### config.mk
export PLATFORM = sky130hd
export DESIGN_NAME = qsis_top
export DESIGN_NICKNAME = d
export VERILOG_FILES = /design/src/inc/qsis_pkg.sv /design/src/inc/qsis_cmp_if.sv /design/src/hdl/qsis_thr_cmp.sv /design/src/hdl/qsis_top.sv
export SDC_FILE = /design/constraint.sdc
export NUM_CORES = 1
export LEC_CHECK = 0
export BUFFER_PORTS_ARGS = -buffer_cell sky130_fd_sc_hd__buf_4
export CELL_PAD_IN_SITES_DETAIL_PLACEMENT = 0
export CELL_PAD_IN_SITES_GLOBAL_PLACEMENT = 1
export CORE_ASPECT_RATIO = 1.2
export CORE_UTILIZATION = 38
export DETAILED_ROUTE_END_ITERATION = 12
export PLACE_DENSITY_LB_ADDON = 0.15
export SYNTH_ARGS = -nofsm -noshare
export SYNTH_HDL_FRONTEND = slang
export SYNTH_SLANG_ARGS = --single-unit
### constraint.sdc
create_clock -name pclk -period 1.76 [get_ports pclk]
set_clock_uncertainty 0.1 [all_clocks]
set_input_delay 0 -clock pclk [delete_from_list [all_inputs] [get_ports pclk]]
set_output_delay 0 -clock pclk [all_outputs]
set_load 0.01 [all_outputs]
### src/inc/qsis_pkg.sv
// package: offsets, field positions, reset values for the interrupt status block
package qsis_pkg;
   localparam int          QSIS_NFLAG           = 11;
   localparam logic [11:0] QSIS_STATUS_OFS      = 12'h000;
   localparam logic [11:0] QSIS_THRESH_OFS      = 12'h004;
   localparam logic [11:0] QSIS_LEVEL_OFS       = 12'h008;
   localparam logic [11:0] QSIS_MODE_OFS        = 12'h00C;
   localparam int          QSIS_TX_EMPTY_BIT    = 0;
   localparam int          QSIS_TX_FULL_BIT     = 1;
   localparam int          QSIS_TX_THR_BIT      = 2;
   localparam int          QSIS_RX_EMPTY_BIT    = 3;
   localparam int          QSIS_RX_FULL_BIT     = 4;
   localparam int          QSIS_RX_THR_BIT      = 5;
   localparam int          QSIS_CON_FULL_BIT    = 6;
   localparam int          QSIS_CON_EMPTY_BIT   = 7;
   localparam int          QSIS_CON_THR_BIT     = 8;
   localparam int          QSIS_DESC_DONE_BIT   = 9;
   localparam int          QSIS_PKT_DONE_BIT    = 10;
   localparam int          QSIS_TX_THR_POS      = 0;
   localparam int          QSIS_RX_THR_POS      = 8;
   localparam int          QSIS_CON_THR_POS     = 16;
   localparam logic [10:0] QSIS_STATUS_RST      = 11'h0AD;
   localparam logic [7:0]  QSIS_THR_RST         = 8'h00;
   localparam logic [31:0] QSIS_BOOT_MODE_RST   = 32'h0000_0001;
   typedef enum logic [1:0] {
      QSIS_IDLE   = 2'b00,
      QSIS_ACCESS = 2'b01
   } qsis_bus_t;
endpackage

### src/inc/qsis_cmp_if.sv
// interface: free-space comparison request and answer between top and comparator
`timescale 1ns/10ps
interface qsis_cmp_if #(parameter int W = 8);
   logic [W-1:0] tx_free;
   logic [W-1:0] rx_free;
   logic [W-1:0] con_free;
   logic [W-1:0] tx_thr;
   logic [W-1:0] rx_thr;
   logic [W-1:0] con_thr;
   logic [2:0]   above;
   modport top (output tx_free, output rx_free, output con_free,
                output tx_thr, output rx_thr, output con_thr, input above);
   modport cmp (input tx_free, input rx_free, input con_free,
                input tx_thr, input rx_thr, input con_thr, output above);
endinterface

### src/hdl/qsis_thr_cmp.sv
// threshold comparator: registered "more free words than threshold" per buffer
`timescale 1ns/10ps
module qsis_thr_cmp
   import qsis_pkg::*;
#(
   parameter int W = 8
) (
   input wire logic   pclk,
   input wire logic   presetn,
   input wire logic   ce,
   qsis_cmp_if.cmp    cmp
);
   typedef struct packed {
      logic [2:0] above;
   } qsis_cmp_st_t;

   qsis_cmp_st_t s_q;
   qsis_cmp_st_t s_d;

   function automatic logic qsis_gt(input logic [W-1:0] free, input logic [W-1:0] thr);
      qsis_gt = free > thr;
   endfunction

   always_comb begin
      s_d          = s_q;
      s_d.above[0] = qsis_gt(cmp.tx_free, cmp.tx_thr);
      s_d.above[1] = qsis_gt(cmp.rx_free, cmp.rx_thr);
      s_d.above[2] = qsis_gt(cmp.con_free, cmp.con_thr);
   end

   always_ff @(posedge pclk or negedge presetn) begin
      if (!presetn) begin
         s_q <= '0;
      end else if (ce) begin
         s_q <= s_d;
      end
   end

   assign cmp.above = s_q.above;
endmodule

### src/hdl/qsis_top.sv
// top: interrupt status flags with write-one-to-clear over APB
//
// Operation
// - packet-completion flag, bit 10, set when descriptor engine finishes a packet.
// - descriptor-done flag, bit 9, set when the descriptor process finishes.
// - control-threshold flag, bit 8, set when control free space exceeds threshold.
// - control-empty flag, bit 7, set while the control buffer is empty.
// - control-full flag, bit 6, set while the control buffer is full.
// - receive-threshold flag, bit 5, set when receive free space exceeds threshold.
// - receive-full flag, bit 4, set while the receive buffer is full.
// - receive-empty flag, bit 3, set while the receive buffer is empty.
// - transmit-threshold flag, bit 2, set when transmit free space exceeds threshold.
// - hardware sets flags; writing one clears; writing zero leaves unchanged.
// - boot mode: receive-threshold flag reads one after reset until first system read request.
//
// The register offsets and register access over APB were left to the implementer.
`timescale 1ns/10ps
module qsis_top
   import qsis_pkg::*;
#(
   parameter int W = 8
) (
   input  wire logic          pclk,
   input  wire logic          presetn,
   input  wire logic          ce,
   input  wire logic          psel,
   input  wire logic          penable,
   input  wire logic          pwrite,
   input  wire logic [11:0]   paddr,
   input  wire logic [31:0]   pwdata,
   output logic      [31:0]   prdata,
   output logic               pready,
   output logic               pslverr,
   input  wire logic [W-1:0]  tx_free,
   input  wire logic          tx_full,
   input  wire logic          tx_empty,
   input  wire logic [W-1:0]  rx_free,
   input  wire logic          rx_full,
   input  wire logic          rx_empty,
   input  wire logic [W-1:0]  con_free,
   input  wire logic          con_full,
   input  wire logic          con_empty,
   input  wire logic          pkt_done,
   input  wire logic          desc_done,
   input  wire logic          sys_read_req,
   output logic      [10:0]   status_flags
);
   typedef struct packed {
      logic [10:0]  flags;
      logic [W-1:0] tx_thr;
      logic [W-1:0] rx_thr;
      logic [W-1:0] con_thr;
      logic         boot_mode;
      logic         boot_hold;
      logic [31:0]  rdata;
      logic         slverr;
   } qsis_st_t;

   qsis_st_t s_q;
   qsis_st_t s_d;

   qsis_cmp_if #(.W(W)) cmp_bus ();

   qsis_thr_cmp #(.W(W)) u_cmp (
      .pclk    (pclk),
      .presetn (presetn),
      .ce      (ce),
      .cmp     (cmp_bus.cmp)
   );

   assign cmp_bus.tx_free  = tx_free;
   assign cmp_bus.rx_free  = rx_free;
   assign cmp_bus.con_free = con_free;
   assign cmp_bus.tx_thr   = s_q.tx_thr;
   assign cmp_bus.rx_thr   = s_q.rx_thr;
   assign cmp_bus.con_thr  = s_q.con_thr;

   function automatic logic qsis_hit(input logic [11:0] a, input logic [11:0] ofs);
      qsis_hit = a == ofs;
   endfunction

   logic        acc;
   logic        wr;
   logic        setup;
   logic        mapped;
   logic [10:0] hw_set;
   logic [10:0] sw_clr;
   logic [31:0] thr_word;
   logic [31:0] lvl_word;

   assign acc    = psel & penable & ce;
   assign wr     = acc & pwrite;
   assign setup  = psel & ~penable & ce;
   assign mapped = qsis_hit(paddr, QSIS_STATUS_OFS) | qsis_hit(paddr, QSIS_THRESH_OFS) |
                   qsis_hit(paddr, QSIS_LEVEL_OFS) | qsis_hit(paddr, QSIS_MODE_OFS);

   always_comb begin
      hw_set                     = '0;
      hw_set[QSIS_PKT_DONE_BIT]  = pkt_done;
      hw_set[QSIS_DESC_DONE_BIT] = desc_done;
      hw_set[QSIS_CON_THR_BIT]   = cmp_bus.above[2];
      hw_set[QSIS_CON_EMPTY_BIT] = con_empty;
      hw_set[QSIS_CON_FULL_BIT]  = con_full;
      hw_set[QSIS_RX_THR_BIT]    = cmp_bus.above[1] | s_q.boot_hold;
      hw_set[QSIS_RX_FULL_BIT]   = rx_full;
      hw_set[QSIS_RX_EMPTY_BIT]  = rx_empty;
      hw_set[QSIS_TX_THR_BIT]    = cmp_bus.above[0];
      hw_set[QSIS_TX_FULL_BIT]   = tx_full;
      hw_set[QSIS_TX_EMPTY_BIT]  = tx_empty;
   end

   assign sw_clr = (wr && qsis_hit(paddr, QSIS_STATUS_OFS)) ? pwdata[10:0] : 11'h000;

   always_comb begin
      thr_word = '0;
      thr_word[QSIS_TX_THR_POS +: W]  = s_q.tx_thr;
      thr_word[QSIS_RX_THR_POS +: W]  = s_q.rx_thr;
      thr_word[QSIS_CON_THR_POS +: W] = s_q.con_thr;
      lvl_word = '0;
      lvl_word[QSIS_TX_THR_POS +: W]  = tx_free;
      lvl_word[QSIS_RX_THR_POS +: W]  = rx_free;
      lvl_word[QSIS_CON_THR_POS +: W] = con_free;
   end

   always_comb begin
      s_d        = s_q;
      s_d.slverr = 1'b0;
      // set wins over a same-cycle clear
      s_d.flags  = (s_q.flags & ~sw_clr) | hw_set;
      // boot hold ends on first system read request
      if (sys_read_req) begin
         s_d.boot_hold = 1'b0;
      end
      if (wr && mapped) begin
         if (qsis_hit(paddr, QSIS_THRESH_OFS)) begin
            s_d.tx_thr  = pwdata[QSIS_TX_THR_POS +: W];
            s_d.rx_thr  = pwdata[QSIS_RX_THR_POS +: W];
            s_d.con_thr = pwdata[QSIS_CON_THR_POS +: W];
         end
         if (qsis_hit(paddr, QSIS_MODE_OFS)) begin
            s_d.boot_mode = pwdata[0];
            if (!pwdata[0]) begin
               s_d.boot_hold = 1'b0;
            end
         end
      end
      // read data captured in setup so it stands at the access edge
      if (setup && !pwrite) begin
         case (1'b1)
            qsis_hit(paddr, QSIS_STATUS_OFS): s_d.rdata = {21'h00000, s_q.flags};
            qsis_hit(paddr, QSIS_THRESH_OFS): s_d.rdata = thr_word;
            qsis_hit(paddr, QSIS_LEVEL_OFS):  s_d.rdata = lvl_word;
            qsis_hit(paddr, QSIS_MODE_OFS):   s_d.rdata = {31'h0000000, s_q.boot_mode};
            default:                          s_d.rdata = 32'h0000_0000;
         endcase
      end
      // error flagged in setup, high through the access phase only
      if (setup && !mapped) begin
         s_d.slverr = 1'b1;
      end
   end

   always_ff @(posedge pclk or negedge presetn) begin
      if (!presetn) begin
         s_q.flags     <= QSIS_STATUS_RST;
         s_q.tx_thr    <= QSIS_THR_RST[W-1:0];
         s_q.rx_thr    <= QSIS_THR_RST[W-1:0];
         s_q.con_thr   <= QSIS_THR_RST[W-1:0];
         s_q.boot_mode <= QSIS_BOOT_MODE_RST[0];
         s_q.boot_hold <= QSIS_BOOT_MODE_RST[0];
         s_q.rdata     <= 32'h0000_0000;
         s_q.slverr    <= 1'b0;
      end else if (ce) begin
         s_q <= s_d;
      end
   end

   // zero-wait access phase; read data and error registered in setup, valid in access
   assign pready       = 1'b1;
   assign prdata       = s_q.rdata;
   assign pslverr      = s_q.slverr;
   assign status_flags = s_q.flags;
endmodule

## After elaboration in Yosys (flattened, before gate mapping)

Cells that the tools add are included.

- Register bits: 73
- Latch bits: 0
- RAM bits: 0
- Memory bits (read-only): 0
- Memories: 0

- Add/subtract/negate cells: 0
- Multipliers: 0
- Divide/modulo/power cells: 0
- Magnitude comparators: 3
- Equal/unequal tests: 3
- Shifts and indexed selects: 0
- Mux-type cells: 10
- Bitwise logic cells: 13
- Reductions and logical operators: 10

Operators with widths:

| cell | number |
|---|---|
| two-way mux 24 bit | 3 |
| == test 12 x 4 -> 1 bit, second input constant | 2 |
| greater-than comparator 8 bit | 3 |
| == test 12 x 3 -> 1 bit, second input constant | 1 |
| zero test 12 bit | 1 |
| AND 11 bit | 1 |
| two-way mux 11 bit | 1 |
| NOT 11 bit | 1 |
| OR 11 bit | 1 |
| two-way mux 1 bit | 6 |
| AND reduction 3 bit | 2 |
| AND 1 bit | 5 |
| logical AND 1 bit | 4 |
| OR 1 bit | 4 |
| zero test 1 bit | 2 |
| AND reduction 2 bit | 1 |
| NOT 1 bit | 1 |

## Depth between registers and ports, before layout

Gate-level depths: netlist of run 1.

- Word-level depth: 8
- Depth in mapped cells: 8
- Gate-level depth less buffers: 6

## Cells and area by module

From an unflattened synthesis of run 1, not the netlist that was laid out.

- Cell total of the unflattened synthesis: 370
- Area, all modules: 3958.8 µm²

By module, submodules not included:

| module | instances | cells an instance | area each (µm²) |
|---|---|---|---|
| qsis_top | 1 | 279 | 3214.3 |
| qsis_thr_cmp | 1 | 91 | 744.5 |

## Worst setup path after synthesis of run 1

Ideal clock, no wire load.

- Path type: flip-flop to flip-flop
- Start point: register cmp_bus.rx_thr[1] (netlist name)
- End point: register u_cmp.s_q, in the netlist u_cmp.cmp.above[1]
- Data arrival time: 1.237 ns
- Required time: 1.537 ns
- Setup slack: 0.300 ns
- Stages on the path, launching flop included: 7
- Buffers on the path: 0
- Clock period less this slack: 1.460 ns
- Cell sequence: dfrtp_1 -> inv_1 -> ha_1 -> nor2b_1 -> o211ai_1 -> a21oi_1 -> o221a_2

- Longest elaborated chain between the ends: 1

RTL lines:

| what | line | text |
|---|---|---|
| greater-than comparator 8 bit | qsis_thr_cmp.sv:21 | `qsis_gt = free > thr;` |
| end signal: assignment | qsis_thr_cmp.sv:33 | `s_q <= '0;` |
| end signal: assignment | qsis_thr_cmp.sv:35 | `s_q <= s_d;` |
| end: declaration | qsis_thr_cmp.sv:17 | `qsis_cmp_st_t s_q;` |

Every way passes these cells.
A chain may end at the register's enable or synchronous reset.

## Worst setup path in the final report of run 1

- Start point: input paddr[11]
- End point: register s_q[33] (netlist bit)

- Longest elaborated chain between the ends: 6
- Elaborated cells on any way between the ends: 10
- Those cells by class: eq/ne: 3; mux: 2; bitwise: 3; reduce/logical: 2

RTL lines:

| what | line | text |
|---|---|---|
| start: declaration | qsis_top.sv:29 | `input wire logic [11:0] paddr,` |
| == test 12 x 3 -> 1 bit or zero test 12 bit (tied branches) | qsis_top.sv:79 | `qsis_hit = a == ofs;` |
| OR 1 bit (2 in series) | qsis_top.sv:94 | `assign mapped = qsis_hit(paddr, QSIS_STATUS_OFS) \| qsis_hit(paddr, QSIS_THRESH_OFS) \|` |
| OR 1 bit | qsis_top.sv:95 | `qsis_hit(paddr, QSIS_LEVEL_OFS) \| qsis_hit(paddr, QSIS_MODE_OFS);` |
| logical AND 1 bit | qsis_top.sv:134 | `if (wr && mapped) begin` |
| two-way mux 1 bit (*) | qsis_top.sv:134 |  |
| end: declaration | qsis_top.sv:59 | `qsis_st_t s_q;` |

Every way passes the cells marked *; elsewhere a longest branch is shown, timed or not.

==> results of run 1 <==
[per-layer routing]
metal  GRT usage [%]  wire length [µm]
met2           39.76              5847
met5               0                 0
met4           8.586               228
met1           24.76              4381
met3           4.032               426
[power breakdown]
part / switching, mW / internal (mW)
logic: 0.201 / 0.258
clock network: 0.678 / 0.948
registers: 0.00495 / 1.50
total: 0.884 / 2.71
[sequential cells by signal, summed over array words and instances, names as in the netlist]
| signal | count |
|---|---|
| s_q | 2 |
| status_flags | 11 |
| pslverr | 1 |
| prdata | 24 |
| u_cmp.cmp.above | 3 |
| cmp_bus.rx_thr | 8 |
| cmp_bus.tx_thr | 8 |
| cmp_bus.con_thr | 8 |
[kinds of logic after synthesis]
group,Yosys count,share of synthesized area [%]
AOI/OAI and AO/OA,101,19.43
and+or+nand+nor,100,14.27
buffers and inverters,96,14.81
DFF,65,41.64
adders and majority gates,24,7.646
muxes,5,2.007
other,2,0.1912
[worst paths after layout]
kind,end,slack (ps),cells after the start
setup / recovery,s_q[33]$_DFFE_PN1P_,150,6
hold / removal,prdata[1]$_DFFE_PN0P_,0.5,3
setup reg to reg,u_cmp.cmp.above[1]$_DFFE_PN0P_,220,6
hold reg to reg,prdata[15]$_DFFE_PN0P_,380,2
max in group asynchronous,status_flags[0]$_DFFE_PN1P_,890,3
min in group asynchronous,status_flags[6]$_DFFE_PN0P_,60,2
[Yosys cell counts, drive strengths merged, types with 2 or more instances]
cell,instances,area share (%)
o211ai,4,0.76
clkbuf,12,1.2
nor2,6,0.64
inv,29,2.8
o221a,3,0.86
ha,24,7.6
dfstp,7,4.7
a22oi,13,2.5
nand2,26,2.5
a21oi,8,1.0
dfrtp,58,37
nand4,11,1.8
nand4b,2,0.45
a221o,17,4.3
conb,2,0.19
o21ai,36,5.5
nor3,3,0.38
and4,2,0.51
o22ai,4,0.64
buf,55,11
nor2b,16,2.6
nor4,2,0.86
nand3,21,2.7
a21o,2,0.38
a32o,7,1.8
mux2,4,1.4
o41ai,3,0.67
or3,6,0.96
[worst max-delay path: stages]
cell,delay [ps]
buf_4,110
nor4_2,380
and3_1,310
nand4_1,180
o211a_1,230
dlygate4sd3_1,550
[final cells by class]
| class | instances | area [µm²] |
|---|---|---|
| clock inverter | 7 | 47.55 |
| clock buffer | 9 | 225.2 |
| multi-input combinational | 239 | 1737 |
| sequential | 65 | 1635 |
| timing repair buffer | 188 | 1582 |
| fill | 931 | 4517 |
| inverter | 29 | 108.9 |
| tap | 126 | 157.7 |
[cells in the final DEF (no fill, tap or decap), types with 4 or more instances in the layout]
cell type	Yosys	layout
a221o_1	17	17
nand3_1	21	21
o211ai_1	4	4
inv_1	29	29
o22ai_1	4	4
nor2b_1	15	15
ha_1	24	24
clkbuf_16	0	9
a32o_1	7	7
dfrtp_1	58	58
conb_1	2	9
or3_1	6	6
o21ai_0	15	15
a22oi_1	13	13
buf_4	45	128
dlygate4sd3_1	0	58
a21oi_1	8	8
dfstp_2	7	7
o21ai_1	11	11
nand2_1	26	26
nand4_1	11	11
o21ai_2	10	10
nor2_1	5	5
==> impl_metrics.yaml, run 1 <==
sta:
  setup_viol: 0
  clock.fmax_mhz: 621.1
  post-route-min-period_ps: 1610
  grt_setup_unrepaired: "false"
  slew_viol_final: 0
  hold_violations: 0
  finalCritPeriodShare_pct: 91.49
  setup_tns_ps: 0
  hold_slack_ps: 0.4995
  fin_ws_ps: 149.8
floorplanning:
  die_y_um: 113.4
  core-area_mm2: 0.01001
  rows: 40
  die_w_um: 94.81
  start_util_pct: 39.24
  ios: 128
  dieArea_mm2: 0.01075
pwr:
  powerDensity_mw_per_mm2: 654.3
  finalPower_mw: 3.594
  p_leak_nw: 2.579
  ir_drop_mv: 0.3776
synthesis:
  ys_ff_latch: 65
  synth_ff_type: "dfrtp_1"
  synth-async-reset-ratio_pct: 100.0
  yosysUniqueCellTypes: 49
  synth_enable_flop_cells: 0
  synth_warnings: 0
  syn_area_mm2: 0.003928
  synthCells: 393
  avgSynthCellArea_um2: 9.994
  yosysSeqAreaShare_pct: 41.64
route:
  wl_per_cell_um: 16.42
  drt_iter0_drc: 156
  drc: 0
  ant_nets: 0
  via_per_inst: 5.151
  totalWireLength_um: 10880
  dr.pass1.iters: 4
  vias: 3415
global_routing:
  grt_antenna_before_repair: 0
  grt_pass1_vias: 3577
  gr-total-overflow: 0
  grt_max_degree: 36
  track_usage_pct: 21.86
  grt_pass1_wl_um: 17610
placed_design:
  placed_area_mm2: 0.004639
  pre_cts_slack_ps: 126.6
  place.port_buffers: 110
  gp_congestion: 0.8198
  dp_cells: 589
  hpwl_um: 7864
clocking:
  clockRootBuffer: "clkbuf_16"
  cts_sinks: 65
  clk_pin_slew_ps: 60
  hold_buffers: 58
  cts_resized: 0
  post_cts_buffers: 0
  htreeDepth: 3
  clock_path_buffers: 2
  cts_buffers: 9
  cts_tree: "yes"
  clock_latency_ps: 330
layout:
  layout-drive-gt1-share_pct: 32.96
  nNetsFinal: 639
  finalNonFillerCells: 663
  fin_area_mm2: 0.005493
  areaGrowthSynthToFinish_pct: 39.85
  fin_util_pct: 54.87
  n_antenna_cell: 0
run_status:
  outcome: "complete, no violations"
critical_path:
  cp.arrival_ps: 1770
  cp-start-kind: "input pin"
  worstSetupPathType: "in2reg"
  rr_startpoint: "cmp_bus.rx_thr[1]$_DFFE_PN0P_"
  setup.worst_path.start: "paddr[11]"
  cp-end-kind: "flop"
  cp.required_ps: 1920
  cp_max_fo: 4
hold_path:
  hold_start: "tx_free[1]"
  hold_class: "in2reg"
flow_run:
  maxCapViolCount: 0
Note: power is estimated with default switching activity, not from simulation.
==> inputs of run 2 (changes only) <==
Settings changed: ABC_AREA set to 1, CORE_UTILIZATION 38 to 33.
Clock period 1.76 ns to 1.4 ns, I/O delays scaled along.
==> run 2 against run 1 <==
Global-route usage fell by 2.6 points. Clock-buffer cell count rose by 6. Core utilization decreased by 4.3 points. Critical path depth increased by 3. Die area grew 22%. Synthesized area grew 6.6%. Sequential power increased by 26%. Worst setup slack worse by 120 ps. Synthesized cell count increased by 47%.
==> impl_metrics.yaml, run 2 <==
critical_path:
  worst_path_most_repeated_cell: "nand2_1"
  rrSetupSlack_ps: 30
  setup.worst_path.start: "cmp_bus.tx_thr[7]$_DFFE_PN0P_"
  crit_cells: 9
  cp-start-kind: "flop"
  reg2reg_to: "u_cmp.cmp.above[0]$_DFFE_PN0P_"
  cp-end-kind: "flop"
  slowest_stage: "dfrtp_1"
  worstSetupPathType: "reg2reg"
  crit_chain: "inv_2, ha_4, nand2_4, nor2_4, nand2_1, o21ai_1, inv_1, nand2_1, nand2_1"
  crit_buf_inv: 2
  cp.arrival_ps: 1500
  cp.required_ps: 1530
  rr_startpoint: "cmp_bus.tx_thr[7]$_DFFE_PN0P_"
  cp_max_fo: 2
  r2r_cells: 9
  crit_path_end: "u_cmp.cmp.above[0]$_DFFE_PN0P_"
  cpPeakStageDelay_ps: 360
  critPathTopFamily: "flip-flops"
clocking:
  clock_latency_ps: 330
  cts_tree: "yes"
  clk_pin_slew_ps: 50
  clockRootBuffer: "clkbuf_16"
  clock_path_buffers: 2
  htreeDepth: 3
  cts_buffers: 9
  cts_sinks: 65
synthesis:
  synth_enable_flop_cells: 0
  yosysSeqAreaShare_pct: 39.06
  synth_top_cells_by_count: "nand2_1 (209), nand3_1 (83), dfrtp_1 (58)"
  netlist_top_cells_area: "dfrtp_1 (35%), nand2_1 (19%), nand3_1 (9.9%), buf_4 (9.3%), ha_1 (7.2%)"
  synth.most_common_cell: "nand2_1"
  synthCells: 577
  avgSynthCellArea_um2: 7.256
  synth_top_cell_area_share_pct: 34.67
  yosysUniqueCellTypes: 27
  yosys.area.top_type: "dfrtp_1"
  ys_ff_latch: 65
  synth_warnings: 0
  synth-async-reset-ratio_pct: 100.0
  syn_area_mm2: 0.004187
  synth_ff_type: "dfrtp_1"
flow_run:
  maxCapViolCount: 0
global_routing:
  grt_pass1_vias: 4136
  grt_pass1_wl_um: 19730
  track_usage_pct: 19.29
  grt_antenna_before_repair: 0
  grt_max_degree: 40
  gr-total-overflow: 0
floorplanning:
  die_y_um: 125.4
  ios: 128
  die_w_um: 104.8
  start_util_pct: 34.25
  rows: 44
  core-area_mm2: 0.01222
  dieArea_mm2: 0.01314
route:
  ant_nets: 0
  drc: 0
  drt_iter0_drc: 129
  vias: 4089
  dr.pass1.iters: 4
  totalWireLength_um: 12310
  via_per_inst: 4.528
  wl_per_cell_um: 13.63
layout:
  fillers: 1244
  nNetsFinal: 844
  fin_util_pct: 50.59
  n_antenna_cell: 0
  mostFrequentLayoutCells: "nand2_1 (207), buf_4 (138), nand3_1 (83)"
  largest_reg_flops: 24
  fin_area_mm2: 0.006183
  areaGrowthSynthToFinish_pct: 47.70
  final_common_cell: "nand2_1"
  layout-drive-gt1-share_pct: 26.55
placed_design:
  placed_area_mm2: 0.005060
  place.port_buffers: 110
  gp_congestion: 0.7711
  hpwl_um: 8781
pwr:
  p_leak_nw: 3.270
  finalPower_mw: 4.620
  powerDensity_mw_per_mm2: 747.2
  ir_drop_mv: 0.4918
sta:
  grt_setup_unrepaired: "true"
  finalCritPeriodShare_pct: 97.86
  slew_headroom_pct: 61.10
  worstMarginPinSlew_ps: 583.5
  hold_violations: 0
  setup_viol: 0
  slew_viol_final: 0
  post-route-min-period_ps: 1370
  clock.fmax_mhz: 729.9
hold_path:
  hold_class: "in2reg"
  whs_path_depth: 4
run_status:
  outcome: "complete, no violations"
[run 2: cell count changes in the layout (fill, tap and decap cells not counted), sizes merged, moves of 9 or more]
| cell | delta |
|---|---|
| nand2 | +186 |
| nand3 | +62 |
| inv | +29 |
| nor2 | +20 |
| o21ai | -19 |
| a221o | -17 |
| nor2b | -16 |
| a22oi | -13 |
| buf | +13 |
| nand4 | -9 |
[run 2: how the worst min path moves through the flow]
stage | start | slack (ps) | endpoint
final | ce | 4 | status_flags[3]$_DFFE_PN1P_
after global routing | ce | 20 | status_flags[3]$_DFFE_PN1P_
after CTS | ce | 1 | status_flags[3]$_DFFE_PN1P_
after detailed placement | presetn | -50 | status_flags[10]$_DFFE_PN0P_
after global placement | presetn | -60 | status_flags[8]$_DFFE_PN0P_
after floorplan | presetn | -400 | cmp_bus.con_thr[0]$_DFFE_PN0P_
[run 2: per-layer routing]
metal	global-route usage, %	share of wire, %	wire length (µm)
met1	24.53	45	5583
met2	33.50	49	6047
met3	2.972	3.9	481
met4	5.965	1.6	195
met5	0	0	0
[run 2: logic make-up after synthesis]
group	synth area share (%)
AO/OA/AOI/OAI	4.812
AND/OR/NAND/NOR	32.55
flip-flops	39.06
other	0.1794
buffers and inverters	16.23
adder cells (fa/ha/maj)	7.173
[run 2: final cells by class]
class	count	area (µm²)	area share, %
Multi-Input combinational cell	393	2061	33.33
Timing Repair Buffer	209	1797	29.06
Sequential cell	65	1635	26.45
Tap cell	161	201.4	3.258
Clock buffer	15	257.7	4.168
Clock inverter	1	5.005	0.08094
Inverter	59	226.5	3.662
[run 2: report_power, final]
part / switching, mW / total, mW / internal [mW]
clock network: 0.799 / 2.05 / 1.25
registers: 0.0146 / 1.91 / 1.90
logic: 0.293 / 0.661 / 0.368
total: 1.11 / 4.62 / 3.51
[run 2: worst reg2reg max path, stage by stage, from the launching register on]
cell,delay [ps]
dfrtp_1,360
inv_2,50
ha_4,270
nand2_4,50
nor2_4,110
nand2_1,60
o21ai_1,120
inv_1,60
nand2_1,50
nand2_1,40
[run 2: repair_timing]
action                     in CTS  in global routing
pin swaps                       1                 11
hold endpoints to repair      114                  1
setup buffers                   1                  4
setup endpoints to repair       1                 17
gates resized for setup         2                 30
hold buffers                   66                  1
[run 2: per-stage QoR]
step / TNS, ps / cells / setup slack [ps] / hold WS [ps]
finish: 0 / 903 / 30.00 / 3.804
global route: -48.63 / 903 / -32.98 / 18.92
CTS: 0 / 899 / 4.006 / 1.103
detailed placement: -90.69 / 816 / -67.25 / -52.66
global placement: -70.12 / 816 / -20.73 / -64.86
floorplan: 0 / 584 / 35.95 / -395.6
==> inputs of run 3 (changes only) <==
Settings changed: CORE_UTILIZATION 33 to 25, GPL_ROUTABILITY_DRIVEN set to 0.
==> run 3 against run 2 <==
Design area rose by 1.0%. Total power rose by 10%. Critical path depth did not move. Sequential share of layout area fell by 0.27 points.
==> impl_metrics.yaml, run 3 (synthesis gave the netlist of run 2 again) <==
critical_path:
  rr_startpoint: "cmp_bus.tx_thr[7]$_DFFE_PN0P_"
  cp.required_ps: 1530
  worstSetupPathType: "reg2reg"
  setup.worst_path.start: "cmp_bus.tx_thr[7]$_DFFE_PN0P_"
  cp.arrival_ps: 1520
  cp-start-kind: "flop"
  cp_max_fo: 2
  cp-end-kind: "flop"
route:
  dr.pass1.iters: 4
  drt_iter0_drc: 168
  via_per_inst: 4.264
  ant_nets: 0
  wl_per_cell_um: 13.86
  totalWireLength_um: 13270
  vias: 4081
  drc: 0
floorplanning:
  rows: 51
  ios: 128
  die_y_um: 143.8
  dieArea_mm2: 0.01727
  start_util_pct: 25.73
  core-area_mm2: 0.01627
  die_w_um: 120.1
global_routing:
  grt_antenna_before_repair: 0
  grt_pass1_vias: 4145
  grt_pass1_wl_um: 21240
  track_usage_pct: 16.17
  gr-total-overflow: 0
  grt_max_degree: 29
pwr:
  p_leak_nw: 3.315
  powerDensity_mw_per_mm2: 816.1
  ir_drop_mv: 0.5114
clocking:
  cts_buffers: 9
  clock_latency_ps: 340
  clockRootBuffer: "clkbuf_16"
  htreeDepth: 3
  clock_path_buffers: 2
  clk_pin_slew_ps: 60
  cts_sinks: 65
  cts_tree: "yes"
sta:
  hold_violations: 0
  clock.fmax_mhz: 719.0
  hold_slack_ps: 29.08
  finalCritPeriodShare_pct: 99.34
  setup_viol: 0
  setup_tns_ps: 0
  grt_setup_unrepaired: "true"
  post-route-min-period_ps: 1391
  slew_viol_final: 0
hold_path:
  hold_class: "in2reg"
  hold_start: "paddr[3]"
layout:
  fillers: 1744
  final_common_cell: "nand2_1"
  nNetsFinal: 847
  fin_util_pct: 38.39
  largest_reg_flops: 24
  areaGrowthSynthToFinish_pct: 49.22
  layout-drive-gt1-share_pct: 26.31
  n_antenna_cell: 0
  mostFrequentLayoutCells: "nand2_1 (208), buf_4 (141), nand3_1 (83)"
run_status:
  outcome: "complete, no violations"
flow_run:
  maxCapViolCount: 0
placed_design:
  hpwl_um: 9618
  place.port_buffers: 110
[run 3: cell count changes in the layout (fill, tap and decap cells not counted), moves of 3 or more]
| cell | previous run | this run |
|---|---|---|
| a21oi_1 | 4 | 9 |
| a21oi_2 | 6 | 1 |
| buf_4 | 138 | 141 |
| clkbuf_1 | 5 | 0 |
| ha_1 | 15 | 20 |
| ha_4 | 9 | 4 |
| nor2_2 | 3 | 6 |
[run 3: stage by stage]
step / instance area (µm²) / instances / worst slack [ps] / total power, mW
final: 6247 / 957 / 9.194 / 5.099
after CTS: 6147 / 953 / 8.616 / 5.154
after detailed placement: 5146 / 870 / -59.84 / 2.434
after floorplan: 4213 / 584 / 35.95 / 2.132
after global placement: 5146 / 870 / -32.38 / 2.434
after global routing: 6247 / 957 / -85.66 / 5.301
[run 3: final cells by class]
cell class	instances	area (µm²)	area share, %
multi-input cells	393	1972	31.56
flip-flops and latches	65	1635	26.18
repair buffers	212	1821	29.14
clock inverters	5	77.57	1.242
well taps	212	265.3	4.246
clock buffers	11	252.7	4.046
inverters	59	224.0	3.585
[run 3: repair_timing]
item | in CTS | in global routing
hold buffers | 66 | 0
buffers inserted | 1 | 5
endpoints found under the hold margin | 121 | 0
pin swaps | 1 | 13
resized for setup | 2 | 20
endpoints found under the setup margin | 1 | 18
[run 3: per-layer routing]
layer / vias to the layer above / GRT usage (%) / part of all wire, %
li1: 2099 / - / -
met1: 1866 / 21.28 / 47
met2: 102 / 26.44 / 47
met3: 14 / 2.222 / 4.4
met4: 0 / 6.776 / 1.7
met5: - / 0 / 0
[run 3: path summary, 6_finish.rpt]
kind	end	depth (start not counted)	slack, ps
hold reg to reg	cmp_bus.rx_thr[7]$_DFFE_PN0P_	2	370
setup / recovery	u_cmp.cmp.above[0]$_DFFE_PN0P_	9	9
min in group asynchronous	prdata[21]$_DFFE_PN0P_	2	50
max in group asynchronous	status_flags[2]$_DFFE_PN1P_	3	570
hold / removal	prdata[7]$_DFFE_PN0P_	6	30
setup reg to reg	u_cmp.cmp.above[0]$_DFFE_PN0P_	9	9
[run 3: where the power goes]
group | internal (mW) | leakage, nW | switching, mW
Clock | 1.65 | 0.162 | 0.894
Combinational | 0.354 | 2.31 | 0.288
Sequential | 1.90 | 0.843 | 0.0148
[run 3: critical path: stages, from the launching register on]
cell	delay [ps]
dfrtp_1	340
inv_1	80
ha_4	280
nand2_2	60
nor2_2	120
nand2_1	60
o21ai_1	100
inv_1	50
nand2_1	60
nand2_1	50
